**config.mk**
```make
export PLATFORM = sky130hd
export DESIGN_NAME = rx_desc_wb
export DESIGN_NICKNAME = d
export VERILOG_FILES = /design/src/rx_desc_wb_pkg.sv /design/src/rx_desc_wb.sv
export VERILOG_INCLUDE_DIRS = /design/src
export SDC_FILE = /design/constraint.sdc
export NUM_CORES = 1
export LEC_CHECK = 0
export ABC_AREA = 0
export BUFFER_PORTS_ARGS = -buffer_cell sky130_fd_sc_hd__buf_2
export CELL_PAD_IN_SITES_DETAIL_PLACEMENT = 1
export CELL_PAD_IN_SITES_GLOBAL_PLACEMENT = 2
export CORE_AREA = 4 4 262 239
export CTS_CLUSTER_DIAMETER = 120
export DETAILED_ROUTE_END_ITERATION = 8
export DIE_AREA = 0 0 266 243
export PLACE_DENSITY = 0.74
export SETUP_SLACK_MARGIN = 0.15
export SYNTH_ARGS = -nofsm -noshare
export SYNTH_HDL_FRONTEND = slang
export SYNTH_SLANG_ARGS = --single-unit
```
**constraint.sdc**
```tcl
create_clock -name ref_clk -period 10.7 [get_ports ref_clk]
set_clock_uncertainty 0.05 [all_clocks]
set_input_delay 2.14 -clock ref_clk [delete_from_list [all_inputs] [get_ports ref_clk]]
set_output_delay 2.14 -clock ref_clk [all_outputs]
set_load 0.02 [all_outputs]
```
**src/rx_desc_wb_cfg.svh**
```systemverilog
`ifndef RX_DESC_WB_CFG_SVH
`define RX_DESC_WB_CFG_SVH

// Register offsets on the plain register port
`define A_CTRL      8'h00
`define A_HEAD      8'h04
`define A_TEARDOWN  8'h08
`define A_STATUS    8'h0C

`define CTRL_RST    32'h00000000

// Control register fields
`define C_RUN       0
`define C_ERR_COPY  1
`define C_SHORT_COPY 2
`define C_CTL_COPY  3
`define C_ALL_COPY  4

// Descriptor word indices
`define W_NEXT      2'h0
`define W_BUF       2'h1
`define W_OFFLEN    2'h2
`define W_FLAGLEN   2'h3

// Flag masks of the fourth descriptor word
`define FLAG_PKT_START 32'h80000000
`define FLAG_PKT_END   32'h40000000
`define FLAG_OWNERSHIP_FLAG     32'h20000000
`define FLAG_QUEUE_END 32'h10000000
`define FLAG_TDOWN     32'h08000000
`define FLAG_CRC_PASS  32'h04000000
`define FLAG_JABBER    32'h02000000
`define FLAG_OVERSIZE  32'h01000000
`define FLAG_FRAGMENT  32'h00800000
`define FLAG_UNDERSIZE 32'h00400000
`define FLAG_CONTROL   32'h00200000
`define FLAG_OVERRUN   32'h00100000
`define FLAG_SYMBOL    32'h00080000
`define FLAG_ALIGN     32'h00040000
`define FLAG_FCS       32'h00020000
`define FLAG_UNMATCHED 32'h00010000

`endif

```
**src/rx_desc_wb_pkg.sv**
```systemverilog
package rx_desc_wb_pkg;

  typedef enum logic [9:0] {
    S_HALT     = 10'b0000000001,
    S_IDLE     = 10'b0000000010,
    S_LOAD     = 10'b0000000100,
    S_FILL     = 10'b0000001000,
    S_WB_LEN   = 10'b0000010000,
    S_DROP     = 10'b0000100000,
    S_WB_LAST  = 10'b0001000000,
    S_WB_FIRST = 10'b0010000000,
    S_TD_WR    = 10'b0100000000,
    S_STOP     = 10'b1000000000
  } state_t;

  typedef struct packed {
    logic jabber;
    logic oversize;
    logic fragment;
    logic undersize;
    logic control;
    logic overrun;
    logic symbol_fault;
    logic alignment_fault;
    logic fcs_fault;
    logic unmatched;
    logic has_fcs;
  } frame_status_t;

  typedef struct packed {
    logic        req;
    logic        we;
    logic        byte_only;
    logic [31:0] addr;
    logic [31:0] wdata;
  } mem_cmd_t;

endpackage

```
**src/rx_desc_wb.sv**
```systemverilog
// Added by the designer: the register addresses and strobed register access.
`timescale 1ns/1ps
`include "rx_desc_wb_cfg.svh"
module rx_desc_wb (
  input  wire logic                           ref_clk,
  input  wire logic                           rst,
  input  wire logic [7:0]                     reg_addr,
  input  wire logic [31:0]                    reg_wdata,
  input  wire logic                           reg_wr,
  input  wire logic                           reg_rd,
  output logic [31:0]                         reg_rdata,
  output rx_desc_wb_pkg::mem_cmd_t            mem_cmd,
  input  wire logic                           mem_ready,
  input  wire logic [31:0]                    mem_rdata,
  input  wire logic                           rx_valid,
  input  wire logic [7:0]                     rx_data,
  input  wire logic                           rx_last,
  input  wire rx_desc_wb_pkg::frame_status_t  rx_status,
  output logic                                rx_ready
);
  import rx_desc_wb_pkg::*;

  function automatic logic [31:0] word_addr(input logic [31:0] base,
                                            input logic [1:0]  idx);
    word_addr = base + {28'h0, idx, 2'h0};
  endfunction

  function automatic logic [31:0] flag(input logic c, input logic [31:0] m);
    flag = c ? m : 32'h0;
  endfunction

  state_t        state;
  state_t        next_state;
  logic [31:0]   ctrl;
  logic          td_req;
  logic          td_done;
  logic          td_mode;
  logic [31:0]   cur;
  logic [31:0]   nxt;
  logic [31:0]   bptr;
  logic [15:0]   blen;
  logic [31:0]   w3;
  logic [31:0]   first_addr;
  logic [31:0]   first_w3;
  logic          is_first;
  logic [15:0]   off;
  logic [15:0]   cnt;
  logic [15:0]   plen;
  logic [1:0]    widx;
  logic          rd_pend;
  logic          ended;
  frame_status_t fst;

  wire [15:0] rx_offset_config          = ctrl[31:16];
  wire        run_en                    = ctrl[`C_RUN];
  wire        error_frame_copy_enable   = ctrl[`C_ERR_COPY];
  wire        short_frame_copy_enable   = ctrl[`C_SHORT_COPY];
  wire        control_frame_copy_enable = ctrl[`C_CTL_COPY];
  wire        copy_all_enable           = ctrl[`C_ALL_COPY];

  wire wr_ctrl = reg_wr && (reg_addr == `A_CTRL);
  wire wr_head = reg_wr && (reg_addr == `A_HEAD);
  wire wr_td   = reg_wr && (reg_addr == `A_TEARDOWN);

  wire take     = rx_valid && rx_ready;
  wire mem_go   = mem_cmd.req && mem_ready;
  wire last_rd  = (state == S_LOAD) && rd_pend && (widx == `W_FLAGLEN);
  wire null_nxt = (nxt == 32'h0);
  wire idle_go  = td_req || (run_en && rx_valid);
  // Buffer length from software sizes the room left after the offset
  wire room_hit = (cnt + 16'h1) == (blen - off);
  wire td_fin   = ((state == S_TD_WR) && mem_ready) ||
                  ((state == S_HALT) && td_req);

  assign rx_ready = ((state == S_FILL) && mem_ready) || (state == S_DROP);

  // Word 2: offset only in the first buffer, length = bytes written
  wire [31:0] len_word = {is_first ? off : 16'h0, cnt};
  // Software left the end and queue-end bits clear, so OR is enough
  wire [31:0] last_word = w3 | `FLAG_PKT_END
                        | flag(null_nxt, `FLAG_QUEUE_END);
  wire [31:0] td_word  = w3 | `FLAG_TDOWN;
  wire [31:0] err_bits =
      flag(fst.jabber && error_frame_copy_enable, `FLAG_JABBER)
    | flag(fst.oversize && error_frame_copy_enable, `FLAG_OVERSIZE)
    | flag(fst.fragment && error_frame_copy_enable, `FLAG_FRAGMENT)
    | flag(fst.symbol_fault && error_frame_copy_enable, `FLAG_SYMBOL)
    | flag(fst.alignment_fault && error_frame_copy_enable, `FLAG_ALIGN)
    | flag(fst.fcs_fault && error_frame_copy_enable, `FLAG_FCS)
    | flag(fst.undersize && short_frame_copy_enable, `FLAG_UNDERSIZE)
    | flag(fst.control && control_frame_copy_enable, `FLAG_CONTROL)
    | flag(fst.overrun, `FLAG_OVERRUN)
    | flag(fst.unmatched && copy_all_enable, `FLAG_UNMATCHED)
    | flag(fst.has_fcs, `FLAG_CRC_PASS);
  // First descriptor, written last with ownership dropped
  wire [31:0] first_word = (first_w3 & ~`FLAG_OWNERSHIP_FLAG & 32'hFFFF0000)
                         | `FLAG_PKT_START
                         | flag(is_first, `FLAG_PKT_END)
                         | flag(is_first && null_nxt, `FLAG_QUEUE_END)
                         | err_bits
                         | {16'h0, plen};

  wire m_req = ((state == S_LOAD) && !rd_pend)
            || ((state == S_FILL) && rx_valid)
            || (state == S_WB_LEN) || (state == S_WB_LAST)
            || (state == S_WB_FIRST) || (state == S_TD_WR);
  wire m_we  = (state != S_LOAD);
  wire [31:0] m_addr =
      (state == S_LOAD)   ? word_addr(cur, widx) :
      (state == S_FILL)   ? bptr + {16'h0, off} + {16'h0, cnt} :
      (state == S_WB_LEN) ? word_addr(cur, `W_OFFLEN) :
      (state == S_WB_FIRST) ? word_addr(first_addr, `W_FLAGLEN) :
                            word_addr(cur, `W_FLAGLEN);
  wire [31:0] m_wdata =
      (state == S_FILL)   ? {24'h0, rx_data} :
      (state == S_WB_LEN) ? len_word :
      (state == S_WB_LAST) ? last_word :
      (state == S_TD_WR)  ? td_word : first_word;

  assign mem_cmd = {m_req, m_we, state == S_FILL, m_addr, m_wdata};

  always_comb begin
    next_state = state;
    unique case (state)
      S_HALT: begin
        if (td_req) next_state = S_STOP;
        else if (wr_head) next_state = S_IDLE;
      end
      S_STOP: begin
        if (wr_head) next_state = S_IDLE;
      end
      S_IDLE: begin
        if (idle_go) next_state = S_LOAD;
      end
      S_LOAD: begin
        if (last_rd) next_state = td_mode ? S_TD_WR : S_FILL;
      end
      S_FILL: begin
        if (take && (rx_last || room_hit)) next_state = S_WB_LEN;
      end
      S_WB_LEN: begin
        // Lengths go out before the first descriptor is released
        if (mem_ready) begin
          if (ended) next_state = is_first ? S_WB_FIRST : S_WB_LAST;
          else next_state = null_nxt ? S_DROP : S_LOAD;
        end
      end
      S_DROP: begin
        if (take && rx_last) next_state = is_first ? S_WB_FIRST : S_WB_LAST;
      end
      S_WB_LAST: begin
        if (mem_ready) next_state = S_WB_FIRST;
      end
      S_WB_FIRST: begin
        if (mem_ready) next_state = null_nxt ? S_HALT : S_IDLE;
      end
      S_TD_WR: begin
        if (mem_ready) next_state = S_STOP;
      end
    endcase
  end

  always_ff @(posedge ref_clk or posedge rst) begin
    if (rst) state <= S_HALT;
    else state <= next_state;
  end

  always_ff @(posedge ref_clk or posedge rst) begin
    if (rst) begin
      ctrl    <= `CTRL_RST;
      td_req  <= 1'b0;
      td_done <= 1'b0;
    end else begin
      if (wr_ctrl) ctrl <= reg_wdata;
      td_req  <= wr_td || (td_req && !td_fin);
      td_done <= td_fin || (td_done && !wr_head);
    end
  end

  // Descriptor fetch: one read in flight, data one cycle after acceptance
  always_ff @(posedge ref_clk or posedge rst) begin
    if (rst) begin
      rd_pend <= 1'b0;
      widx    <= `W_NEXT;
      nxt     <= 32'h0;
      bptr    <= 32'h0;
      blen    <= 16'h0;
      w3      <= 32'h0;
      first_w3 <= 32'h0;
    end else if (state == S_LOAD) begin
      rd_pend <= mem_go;
      if (rd_pend) begin
        widx <= widx + 2'h1;
        unique case (widx)
          `W_NEXT:   nxt  <= mem_rdata;
          `W_BUF:    bptr <= mem_rdata;
          `W_OFFLEN: blen <= mem_rdata[15:0];
          `W_FLAGLEN: begin
            w3 <= mem_rdata;
            if (is_first) first_w3 <= mem_rdata;
          end
        endcase
      end
    end else begin
      widx <= `W_NEXT;
    end
  end

  always_ff @(posedge ref_clk or posedge rst) begin
    if (rst) begin
      cur      <= 32'h0;
      first_addr <= 32'h0;
      is_first   <= 1'b0;
      td_mode  <= 1'b0;
      off      <= 16'h0;
      cnt      <= 16'h0;
      plen     <= 16'h0;
      ended    <= 1'b0;
      fst      <= '0;
    end else begin
      if ((state == S_HALT || state == S_STOP) && wr_head)
        cur <= {reg_wdata[31:2], 2'h0};
      if (state == S_IDLE && idle_go) begin
        is_first   <= 1'b1;
        first_addr <= cur;
        td_mode  <= td_req;
        plen     <= 16'h0;
        ended    <= 1'b0;
        fst      <= '0;
      end
      if (last_rd) begin
        off <= is_first ? rx_offset_config : 16'h0;
        cnt <= 16'h0;
      end
      if (state == S_FILL && take) begin
        cnt  <= cnt + 16'h1;
        plen <= plen + 16'h1;
        if (rx_last) begin
          ended <= 1'b1;
          fst   <= rx_status;
        end
      end
      if (state == S_WB_LEN && mem_ready && !ended && !null_nxt) begin
        cur    <= nxt;
        is_first <= 1'b0;
      end
      // Queue ran dry mid-frame: rest is discarded, frame marked overrun
      if (state == S_DROP && take && rx_last) begin
        fst         <= rx_status;
        fst.overrun <= 1'b1;
      end
      if (state == S_WB_FIRST && mem_ready && !null_nxt) cur <= nxt;
    end
  end

  wire stopped = (state == S_HALT) || (state == S_STOP);
  wire [31:0] status_word = {28'h0, td_done, state == S_STOP,
                             state == S_HALT, !stopped && state != S_IDLE};
  wire [31:0] rd_mux = (reg_addr == `A_CTRL)   ? ctrl :
                       (reg_addr == `A_HEAD)   ? cur :
                       (reg_addr == `A_STATUS) ? status_word : 32'h0;

  always_ff @(posedge ref_clk or posedge rst) begin
    if (rst) reg_rdata <= 32'h0;
    else reg_rdata <= reg_rd ? rd_mux : 32'h0;
  end
endmodule

```
==> results.cfg <==
[yosys]
synth_seq_cells = 331
yosys_warnings = 0
syn-cell-area_um2 = 20200
avgSynthCellArea_um2 = 8.96
async_reset_ff_frac = 1.00
yosysUniqueCellTypes = 81
synthCells = 2253
seq_area_frac_synth = 0.410
synth_edf_count = 0
syn_nets = 2412
synth-main-ff-cell = dfrtp_1

[cells_and_area]
seq_area_um2 = 8280
mostFrequentLayoutCells = nand2_1 (421), dfrtp_1 (330), buf_2 (197)
fin_area_um2 = 23300
drive_gt1_frac = 0.191
num-fill-cells = 6984
multi_input_area_um2 = 11100
nets = 2527
layout_commonest_cell = nand2_1
syn_to_final_growth_pct = 15.4

[sta]
fin_tns_setup_ps = 0
timing.hold.ws_ps = 426
final-setup-viol-count = 0
max_freq_ghz = 0.136
finalHoldViolCount = 0
tightest_slew_ps = 1080
slew_viol_final = 0
relSlewSlack = 0.272
fin_crit_sh = 0.685
rsz0062_at_grt = no
min_period_ps = 7330

[placed_design]
io_buffers = 197
dp_hpwl_um = 63800
gp_congestion = 0.931
place_area_um2 = 21800

[critical_path]
worstPathArrival_ps = 5140
crit_path_end_kind = primary output
r2r_setup_slack_ps = 6450
worstPathRequired_ps = 8510
cpPeakStageDelay_ps = 640
crit_type = register to primary output
start_kind = register
cpMaxStageDelayCell = nand3_4
critical_path.cell_chain = nor4_4 > nand3_4 > mux2i_1 > ha_1 > nand3b_1 > nor2_1 > mux2_2 > and2_1 > nand3_1 > a311oi_1 > a21oi_1 > o31ai_1 > buf_2
path_max_fanout = 44

[clocking]
cts_resized = 0
htree_levels = 2
clkTransAtPathRegs_ps = 70
clock_latency_ps = 600
cts.sinks = 331
ctsHoldBuffers = 0
post_cts_buffers = 0
cts_tree = done
max-clock-path-buffers = 3
numCtsBuffers = 41
ctsRootBufferMaster = clkbuf_16

[die]
core_um2 = 59600
die_area_um2 = 64600
start_util = 0.339
die_w_um = 266
die_h_um = 243
io_pins = 198
std_cell_rows = 85

[route]
drc = 0
drt_iter0_drc = 1319
wl_per_cell_um = 27.2
dr.pass1.iters = 5
routed_via_density = 5.76
vias = 18342
ant_nets = 0
routed_wl_um = 86500

[power]
p_leak_uw = 0.0103
p_per_area_nw_per_um2 = 242
ir_worst_vdd_mv = 0.209
power_uw = 5640

[global_route]
grt_max_degree = 169
grt_overflow_total = 0
grt_pass1_wl_um = 128000
antenna_found_initial = 5
grt_pass1_vias = 18910
track_usage = 0.261

[flow_run]
cap_violations = 0

[hold_path]
hold_class = register to register

[status]
status = completed
## layout make-up
| type | count | area share |
|---|---|---|
| multi-input cells | 1720 | 0.477 |
| flip-flops and latches | 331 | 0.355 |
| repair buffers | 225 | 0.0524 |
| clock buffers | 54 | 0.0495 |
| well taps | 783 | 0.0420 |
| clock inverters | 21 | 0.0149 |
| inverters | 49 | 0.00827 |
| diodes | 3 | 0.000322 |
## report_power, final
group | leakage, uW | total (uW) | internal [uW] | switching [uW]
clock | 0.000728 | 1550 | 939 | 609
combinational | 0.00541 | 2250 | 711 | 1540
sequential | 0.00418 | 1840 | 1440 | 406
## Yosys cell counts, types with 7 or more instances
master / instances / area, um2
a211oi_1: 26 / 195
a21o_1: 12 / 90.1
a21oi_1: 117 / 586
a221oi_1: 9 / 78.8
a22o_1: 9 / 78.8
a22oi_1: 65 / 488
a31oi_1: 15 / 93.8
and2_1: 12 / 75.1
and3_1: 30 / 188
and4_1: 11 / 96.3
buf_1: 21 / 78.8
buf_2: 25 / 125
clkbuf_1: 101 / 379
dfrtp_1: 330 / 8260
fa_1: 19 / 380
ha_1: 42 / 526
inv_1: 48 / 180
mux2_2: 129 / 1450
mux2i_1: 24 / 240
nand2_1: 421 / 1580
nand2b_1: 12 / 75.1
nand3_1: 107 / 536
nand3b_1: 7 / 52.6
nand4_1: 27 / 169
nor2_1: 119 / 447
nor2b_1: 34 / 213
nor3_1: 35 / 175
nor3b_1: 8 / 60.1
nor4_1: 20 / 125
o211ai_1: 24 / 180
o21a_1: 8 / 60.1
o21ai_0: 100 / 500
o21ai_1: 24 / 120
o221ai_1: 12 / 105
o22ai_1: 14 / 87.6
o31ai_1: 15 / 113
or3_1: 7 / 43.8
xnor2_1: 92 / 806
xor2_1: 37 / 324
## per-stage QoR
stage	setup slack, ps	instances	utilization
final	3370	3186	0.391
after global routing	3070	3184	0.391
after CTS	3440	3183	0.391
after detailed placement	4090	3108	0.366
after global placement	4190	3108	0.366
after floorplan	4090	2253	-
## worst max-delay path: cells and delay by family, from the launching register on
kind	cells	cell delay, ps
flip-flops	1	510
adder cells (fa/ha/maj)	1	280
AO/OA/AOI/OAI	3	680
multiplexers	2	560
AND/OR/NAND/NOR	6	2220
buffers and inverters	1	220
## metal layers
metal	GRT usage	vias to the layer above	part of all wire
met1	0.369	9426	0.46
met4	0.0766	0	0.029
met2	0.411	555	0.45
met3	0.0468	121	0.061
li1	-	8240	-
met5	0	-	0
## worst paths after layout
kind / end / cells past startpoint / startpoint
worst min register to register: w3[5] / 2 / w3[5]
min in group asynchronous: plen[3] / 3 / rst
worst max register to register: plen[14] / 10 / state[1]
worst max-delay path: mem_cmd[62] / 13 / state[6]
max in group asynchronous: reg_rdata[23] / 4 / rst
worst min-delay path: w3[5] / 2 / w3[5]
## registers in the layout, indices dropped and copies added, names as in the netlist
signal	count
w3	32
reg_rdata	32
td_mode	1
first_addr	32
ended	1
widx	2
first_w3	14
td_done	1
state	10
ctrl	32
plen	16
blen	16
cnt	16
cur	32
is_first	1
td_req	1
nxt	32
rd_pend	1
fst	11
off	16
bptr	32
## cells by family after synthesis
| logic type | after synthesis | synth area share |
|---|---|---|
| AO/OA/AOI/OAI | 502 | 0.162 |
| XOR/XNOR | 129 | 0.0559 |
| adder cells (fa/ha/maj) | 61 | 0.0448 |
| buffers and inverters | 202 | 0.0410 |
| flip-flops | 331 | 0.410 |
| multiplexers | 153 | 0.0838 |
| AND/OR/NAND/NOR | 875 | 0.202 |
Power figures use the tool's default switching activity.
